<file path="src/logic/apm_params.svh">
// What this block does
// - Idle counter runs once strobe stops toggling
// - Fifteen idle clock periods raise powerdown flag
// - Unit enable alone enables powerdown mode
// - Strobe activity resumes exits powerdown
// - Select low or reset high exits powerdown
// - Powerdown blocks bus, deselects all memories
// - Clock blocking bits never starve counter
// - Logic arrays and ports stay active
// - First register bit 3 turns turbo off
// - Turbo on until software sets bit
// - Select high disables memories and io block
// - Select high leaves logic arrays running
// - Blocking bits gate signals to arrays
// - Battery indicator while supply below standby
// - First register bit 1 enables unit
// - Bits 4 and 5 gate array clocks
// - Second register bits 2-5 gate strobes
// - Registers clear only at power-up
`ifndef APM_PARAMS_SVH
`define APM_PARAMS_SVH

`define APM_PMR_RESET 8'h00
`define APM_PMR_FIRST_MASK 8'h3A
`define APM_PMR_SECOND_MASK 8'h3C
`define APM_BIT_APD_EN 1
`define APM_BIT_TURBO_OFF 3
`define APM_BIT_ARRAY_CLK_OFF 4
`define APM_BIT_MCELL_CLK_OFF 5
`define APM_BIT_WR_OFF 2
`define APM_BIT_RD_OFF 3
`define APM_BIT_PSEN_OFF 4
`define APM_BIT_ALE_OFF 5
`define APM_IDLE_LIMIT 4'hF
`define APM_TURBO_MARGIN_MHZ 5
`define APM_SEL_PRIMARY 0
`define APM_SEL_SECONDARY 1
`define APM_SEL_SRAM 2
`define APM_SEL_IO 3

`endif

</file>
<file path="src/logic/apm_pkg.sv">
package apm_pkg;
    typedef logic [3:0] apm_count_t;
    typedef logic [7:0] apm_byte_t;
    typedef logic [3:0] apm_sel_t;
    typedef enum logic {APM_NORMAL, APM_POWERDOWN} apm_mode_e;
endpackage : apm_pkg

</file>
<file path="src/logic/apm_auto_powerdown_manager.sv">
`timescale 1ns/10ps
`default_nettype none
`include "apm_params.svh"
module apm_auto_powerdown_manager (
    input wire logic clk,
    input wire logic rst,
    input wire logic pld_clock_input,
    input wire logic chip_select_n_pin,
    input wire logic reset_in_pin,
    input wire logic vcc_below_standby,
    input wire logic battery_indicator_route,
    input wire logic ale_in,
    input wire logic mcu_wr,
    input wire logic mcu_rd,
    input wire logic mcu_psen,
    input wire logic [15:0] mcu_addr,
    input wire logic [7:0] mcu_data,
    input wire apm_pkg::apm_sel_t mem_sel_req,
    input wire logic pmr_first_wr,
    input wire logic pmr_second_wr,
    input wire apm_pkg::apm_byte_t pmr_wdata,
    output logic powerdown_flag,
    output apm_pkg::apm_count_t idle_count,
    output apm_pkg::apm_byte_t power_mode_reg_first,
    output apm_pkg::apm_byte_t power_mode_reg_second,
    output logic [15:0] mem_addr,
    output logic [7:0] mem_data,
    output apm_pkg::apm_sel_t mem_sel,
    output logic [15:0] pld_addr,
    output logic [7:0] pld_data,
    output logic pld_array_clk,
    output logic pld_mcell_clk,
    output logic pld_wr,
    output logic pld_rd,
    output logic pld_psen,
    output logic pld_ale,
    output logic pld_turbo_on,
    output logic battery_on_indicator
);
    import apm_pkg::*;

    // ----------------------------------------
    // Pin synchronisers
    // ----------------------------------------
    logic [3:0] pins_s;
    logic pld_clock_input_s;
    logic csn_s;
    logic reset_s;
    logic vbat_s;

    apm_sync #(.WIDTH(4)) u_sync (
        .clk(clk),
        .rst(rst),
        .async_in({vcc_below_standby, reset_in_pin, chip_select_n_pin, pld_clock_input}),
        .sync_out(pins_s)
    );

    assign pld_clock_input_s = pins_s[0];
    assign csn_s = pins_s[1];
    assign reset_s = pins_s[2];
    assign vbat_s = pins_s[3];

    // ----------------------------------------
    // Power mode registers
    // ----------------------------------------
    apm_byte_t pmr_first_reg;
    apm_byte_t pmr_first_next;
    apm_byte_t pmr_second_reg;
    apm_byte_t pmr_second_next;

    assign pmr_first_next = pmr_first_wr ? (pmr_wdata & `APM_PMR_FIRST_MASK) : pmr_first_reg;
    assign pmr_second_next = pmr_second_wr ? (pmr_wdata & `APM_PMR_SECOND_MASK) : pmr_second_reg;

    always_ff @(posedge clk or posedge rst) begin
        if (rst) begin
            pmr_first_reg <= `APM_PMR_RESET;
            pmr_second_reg <= `APM_PMR_RESET;
        end else begin
            pmr_first_reg <= pmr_first_next;
            pmr_second_reg <= pmr_second_next;
        end
    end

    assign power_mode_reg_first = pmr_first_reg;
    assign power_mode_reg_second = pmr_second_reg;

    // ----------------------------------------
    // Decoded control bits
    // ----------------------------------------
    logic apd_en;
    logic turbo_off;
    logic array_clk_off;
    logic mcell_clk_off;
    logic wr_off;
    logic rd_off;
    logic psen_off;
    logic ale_off;

    assign apd_en = pmr_first_reg[`APM_BIT_APD_EN];
    assign turbo_off = pmr_first_reg[`APM_BIT_TURBO_OFF];
    assign array_clk_off = pmr_first_reg[`APM_BIT_ARRAY_CLK_OFF];
    assign mcell_clk_off = pmr_first_reg[`APM_BIT_MCELL_CLK_OFF];
    assign wr_off = pmr_second_reg[`APM_BIT_WR_OFF];
    assign rd_off = pmr_second_reg[`APM_BIT_RD_OFF];
    assign psen_off = pmr_second_reg[`APM_BIT_PSEN_OFF];
    assign ale_off = pmr_second_reg[`APM_BIT_ALE_OFF];

    // ----------------------------------------
    // Activity detection
    // ----------------------------------------
    logic ale_prev_reg;
    logic pld_clock_input_prev_reg;
    logic ale_edge;
    logic clk_tick;
    logic cs_high;
    logic exit_cond;
    logic count_restart;
    logic count_full;

    assign ale_edge = ale_in ^ ale_prev_reg;
    assign clk_tick = pld_clock_input_s & ~pld_clock_input_prev_reg;
    assign cs_high = csn_s;
    assign exit_cond = ale_edge | ~csn_s | reset_s;
    assign count_restart = ~apd_en | exit_cond;

    always_ff @(posedge clk or posedge rst) begin
        if (rst) begin
            ale_prev_reg <= 1'b0;
            pld_clock_input_prev_reg <= 1'b0;
        end else begin
            ale_prev_reg <= ale_in;
            pld_clock_input_prev_reg <= pld_clock_input_s;
        end
    end

    apm_idle_counter u_idle (
        .clk(clk),
        .rst(rst),
        .restart(count_restart),
        .tick(clk_tick),
        .count(idle_count),
        .full(count_full)
    );

    // ----------------------------------------
    // Power-down mode
    // ----------------------------------------
    apm_mode_e mode_reg;
    apm_mode_e mode_next;

    always_comb begin
        mode_next = mode_reg;
        case (mode_reg)
            APM_NORMAL: begin
                if (apd_en && count_full && !exit_cond) begin
                    mode_next = APM_POWERDOWN;
                end
            end
            APM_POWERDOWN: begin
                if (exit_cond || !apd_en) begin
                    mode_next = APM_NORMAL;
                end
            end
            default: begin
                mode_next = APM_NORMAL;
            end
        endcase
    end

    always_ff @(posedge clk or posedge rst) begin
        if (rst) begin
            mode_reg <= APM_NORMAL;
        end else begin
            mode_reg <= mode_next;
        end
    end

    assign powerdown_flag = (mode_reg == APM_POWERDOWN);

    // ----------------------------------------
    // Memory and array bus blocking
    // ----------------------------------------
    logic pd_next;
    logic [15:0] mem_addr_reg;
    logic [7:0] mem_data_reg;
    apm_sel_t mem_sel_reg;
    apm_sel_t mem_sel_next;
    logic [15:0] pld_addr_reg;
    logic [7:0] pld_data_reg;

    assign pd_next = (mode_next == APM_POWERDOWN);
    assign mem_sel_next = (pd_next || cs_high) ? '0 : mem_sel_req;

    always_ff @(posedge clk or posedge rst) begin
        if (rst) begin
            mem_addr_reg <= '0;
            mem_data_reg <= '0;
            pld_addr_reg <= '0;
            pld_data_reg <= '0;
        end else if (!pd_next) begin
            mem_addr_reg <= mcu_addr;
            mem_data_reg <= mcu_data;
            pld_addr_reg <= mcu_addr;
            pld_data_reg <= mcu_data;
        end
    end

    always_ff @(posedge clk or posedge rst) begin
        if (rst) begin
            mem_sel_reg <= '0;
        end else begin
            mem_sel_reg <= mem_sel_next;
        end
    end

    assign mem_addr = mem_addr_reg;
    assign mem_data = mem_data_reg;
    assign mem_sel = mem_sel_reg;
    assign pld_addr = pld_addr_reg;
    assign pld_data = pld_data_reg;

    // ----------------------------------------
    // Array input gating
    // ----------------------------------------
    logic [5:0] pld_ctrl_reg;
    logic [5:0] pld_ctrl_next;

    assign pld_ctrl_next = {pld_clock_input_s & ~array_clk_off, pld_clock_input_s & ~mcell_clk_off,
                            mcu_wr & ~wr_off, mcu_rd & ~rd_off,
                            mcu_psen & ~psen_off, ale_in & ~ale_off};

    always_ff @(posedge clk or posedge rst) begin
        if (rst) begin
            pld_ctrl_reg <= '0;
        end else begin
            pld_ctrl_reg <= pld_ctrl_next;
        end
    end

    assign pld_array_clk = pld_ctrl_reg[5];
    assign pld_mcell_clk = pld_ctrl_reg[4];
    assign pld_wr = pld_ctrl_reg[3];
    assign pld_rd = pld_ctrl_reg[2];
    assign pld_psen = pld_ctrl_reg[1];
    assign pld_ale = pld_ctrl_reg[0];

    // ----------------------------------------
    // Turbo and battery indicator
    // ----------------------------------------
    logic battery_reg;

    assign pld_turbo_on = ~turbo_off;

    always_ff @(posedge clk or posedge rst) begin
        if (rst) begin
            battery_reg <= 1'b0;
        end else begin
            battery_reg <= vbat_s & battery_indicator_route;
        end
    end

    assign battery_on_indicator = battery_reg;
endmodule : apm_auto_powerdown_manager
`default_nettype wire

</file>
<file path="src/logic/apm_idle_counter.sv">
`timescale 1ns/10ps
`default_nettype none
`include "apm_params.svh"
module apm_idle_counter (
    input wire logic clk,
    input wire logic rst,
    input wire logic restart,
    input wire logic tick,
    output apm_pkg::apm_count_t count,
    output logic full
);
    import apm_pkg::*;

    apm_count_t count_reg;
    apm_count_t count_next;

    // ----------------------------------------
    // Saturating idle counter
    // ----------------------------------------
    assign full = (count_reg == `APM_IDLE_LIMIT);
    assign count_next = restart ? '0 :
                        (tick && !full) ? count_reg + 4'h1 : count_reg;

    always_ff @(posedge clk or posedge rst) begin
        if (rst) begin
            count_reg <= '0;
        end else begin
            count_reg <= count_next;
        end
    end

    assign count = count_reg;
endmodule : apm_idle_counter
`default_nettype wire

</file>
<file path="src/logic/apm_sync.sv">
`timescale 1ns/10ps
`default_nettype none
module apm_sync #(
    parameter int WIDTH = 1
) (
    input wire logic clk,
    input wire logic rst,
    input wire logic [WIDTH-1:0] async_in,
    output logic [WIDTH-1:0] sync_out
);
    logic [WIDTH-1:0] stage1_reg;
    logic [WIDTH-1:0] stage2_reg;

    // ----------------------------------------
    // Two flop synchroniser
    // ----------------------------------------
    always_ff @(posedge clk or posedge rst) begin
        if (rst) begin
            stage1_reg <= '0;
            stage2_reg <= '0;
        end else begin
            stage1_reg <= async_in;
            stage2_reg <= stage1_reg;
        end
    end

    assign sync_out = stage2_reg;
endmodule : apm_sync
`default_nettype wire

</file>
<file path="config.mk">
export PLATFORM = sky130hd
export DESIGN_NAME = apm_auto_powerdown_manager
export DESIGN_NICKNAME = d
export VERILOG_FILES = /design/src/logic/apm_pkg.sv /design/src/logic/apm_auto_powerdown_manager.sv /design/src/logic/apm_idle_counter.sv /design/src/logic/apm_sync.sv
export VERILOG_INCLUDE_DIRS = /design/src /design/src/logic
export SDC_FILE = /design/constraint.sdc
export NUM_CORES = 1
export LEC_CHECK = 0
export BUFFER_PORTS_ARGS = -buffer_cell sky130_fd_sc_hd__buf_2
export CAP_MARGIN = 5
export CORE_MARGIN = 5
export CORE_UTILIZATION = 33
export DETAILED_ROUTE_END_ITERATION = 10
export PLACE_DENSITY = 0.6
export SYNTH_ARGS = -nofsm -noshare
export SYNTH_HDL_FRONTEND = slang
export SYNTH_SLANG_ARGS = --single-unit
</file>
<file path="constraint.sdc">
create_clock -name clk -period 2.05 [get_ports clk]
set_input_delay 0.205 -clock clk [delete_from_list [all_inputs] [get_ports clk]]
set_output_delay 0.205 -clock clk [all_outputs]
set_load 0.02 [all_outputs]
</file>
==> flow_metrics.tcl <==
set metrics [dict create \
    status "finished clean" \
    cellPowerDensity_nw_per_um2 827.0 \
    finalCritPeriodShare_pct 83.99 \
    cap_viol_max_count 0 \
    hold_path.class "in2reg" \
    skew_ns 0.006862 \
    synth_top_area_cell "dfrtp_1" \
    clock_sinks 58 \
    async_reset_ff_share_pct 100.0 \
    vias 1534 \
    wl_met2_mm 2.151 \
    io_pins 130 \
    synth_edf_count 0 \
    start_util_pct 33.41 \
    hold_violations 0 \
    first_pass_iters 3 \
    grt_max_degree 39 \
    nets 319 \
    drc_errors 0 \
    path_clk_slew_ns 0.06 \
    vias_per_cell 4.124 \
    overflow 0 \
    antennaDiodeCount 0 \
    detail-route-antenna-nets 0 \
    synth.cells.most_frequent "dfrtp_1 (58), buf_4 (32), mux2_4 (19), mux2_2 (12), nor2b_1 (11)" \
    syn_inst 161 \
    port_buffers 118 \
    min_period_ns 1.722 \
    leakage_nw 1.589 \
    synth.most_common_cell "dfrtp_1" \
    grt_setup_unrepaired "false" \
    fin_setup_tns_ns 0 \
    fin_cells 372 \
    synthTopCellsByArea "dfrtp_1 (61%), mux2_4 (12%), buf_4 (10%), mux2_2 (5.6%), nor2b_1 (2.9%)" \
    drv_slew 0 \
    nFillCells 699 \
    wl_mm 4.693 \
    seq_area_frac_synth_pct 60.54 \
    largest_register_ff_count 16 \
    cts_max_level 3 \
    dieWidth_um 95.23 \
    post_cts.repair.setup_buffers 0 \
    synth.ff_latch_count 58 \
    drt_iter0_drc 20 \
    top_layer_used "met4" \
    crit_type "reg2reg" \
    syn-cell-area_sq_um 2397 \
    dp.cells 352 \
    grt_pass1_wl_mm 7.279 \
    critPathMaxFanout 25 \
    post-synth-top-area-fraction_pct 60.54 \
    layout-drive-gt1-share_pct 62.27 \
    yosys_warnings 0 \
    synth_flop_cell "dfrtp_1" \
    area_growth_pct 30.27 \
    max_freq_mhz 580.8 \
    cp-end-kind "register" \
    dp_hpwl_mm 3.403 \
    grt_usage_pct 10.79 \
    numCtsBuffers 9 \
    cts_resized 0 \
    critPathArrivalTime_ns 1.93 \
    core-area_sq_um 7176 \
    route.met3.wl_um 488 \
    required_ns 2.26 \
    grt_pass1_vias 1550 \
    cts_tree "done" \
    die_area_sq_um 9069 \
    place.gp.congestion 0.6616 \
    die_h_um 95.23 \
    start_kind "register" \
    clockRootBuffer "clkbuf_8" \
    irDropWorstVdd_v 0.0004114 \
    ctsHoldBuffers 5 \
    setup_viol 0 \
    antenna_found_initial 0 \
    num_rows 31 \
    synth_area_per_cell_sq_um 14.89 \
    wl_per_cell_um 12.62 \
    clockBufferDepth 2 \
    synth_cell_type_count 23 \
    clk_latency_ns 0.32 \
    wl_met1_mm 1.982 \
]
area by class of cell:
type	instances	area (sq um)	share of cell area, %
timing repair buffer	125	680.7	21.79
tap	99	123.9	3.966
inverter	3	11.26	0.3606
multi-input combinational	72	670.6	21.47
sequential	58	1451	46.47
clock inverter	3	40.04	1.282
clock buffer	12	145.1	4.647
power by group:
part / leakage [nW] / internal (mW) / switching (mW)
Clock: 0.0962 / 0.584 / 0.407
Sequential: 0.702 / 1.21 / 0.0356
Combinational: 0.791 / 0.144 / 0.202
cell families after synthesis:
logic type / after synthesis / synth area share (%)
fa+ha+maj: 1 / 0.5218
xor+xnor: 1 / 0.3654
other cells: 1 / 0.1564
flops: 58 / 60.54
buf+inv: 38 / 12.63
simple gates: 21 / 5.689
compound gates: 10 / 2.557
mux: 31 / 17.54
layout by cell type (no fill, tap or decap), drive strengths merged, types with 2 or more instances in the layout:
master	count
a21oi	4
buf	120
clkbuf	12
clkinv	2
conb	8
dfrtp	58
dlygate4sd3	5
inv	3
mux2	31
nand3	2
nor2b	11
o21ai	3
o31ai	2
or3	3
path summary, 6_finish.rpt:
| path | start | end | slack [ns] | cells past startpoint |
|---|---|---|---|---|
| hold / removal | ale_in | ale_prev_reg$_DFF_PP0_ | 0.04 | 1 |
| max in group asynchronous | rst | u_idle.count[1]$_DFFE_PP0P_ | 1.05 | 4 |
| setup reg to reg | u_idle.count[0]$_DFFE_PP0P_ | pld_addr[13]$_DFFE_PP0N_ | 0.33 | 5 |
| setup / recovery | u_idle.count[0]$_DFFE_PP0P_ | pld_addr[13]$_DFFE_PP0N_ | 0.33 | 5 |
| min in group asynchronous | rst | pld_data[7]$_DFFE_PP0N_ | 0.44 | 3 |
| hold reg to reg | u_sync.stage1_reg[1]$_DFF_PP0_ | u_sync.sync_out[1]$_DFF_PP0_ | 0.35 | 0 |
layer usage:
metal / track usage (%) / vias to the layer above
met5: 0 / -
met4: 5.769 / 0
met3: 5.051 / 7
met2: 15.39 / 71
met1: 13.47 / 738
li1: - / 718
critical path, stage by stage (launching register included):
cell and delay, ns:
dfrtp_1 0.41, ha_1 0.23, and3_4 0.20, o2111a_2 0.26, buf_12 0.18, mux2_4 0.31
through the flow:
stage          hold slack (ns)  area (sq um)  power [mW]  utilization (%)  worst slack [ns]
6_report               0.03767          3123       2.583            43.52            0.3282
5_1_grt                0.01849          3123       2.720            43.52            0.2314
4_1_cts                0.01028          3123       2.638            43.52            0.3218
3_5_place_dp            0.2530          2888       1.613            40.24            0.3209
3_3_place_gp            0.2545          2888       1.608            40.24            0.3450
2_1_floorplan           0.2364          2424       1.507                -            0.2463
No activity file was read; power rests on OpenSTA's default activity.
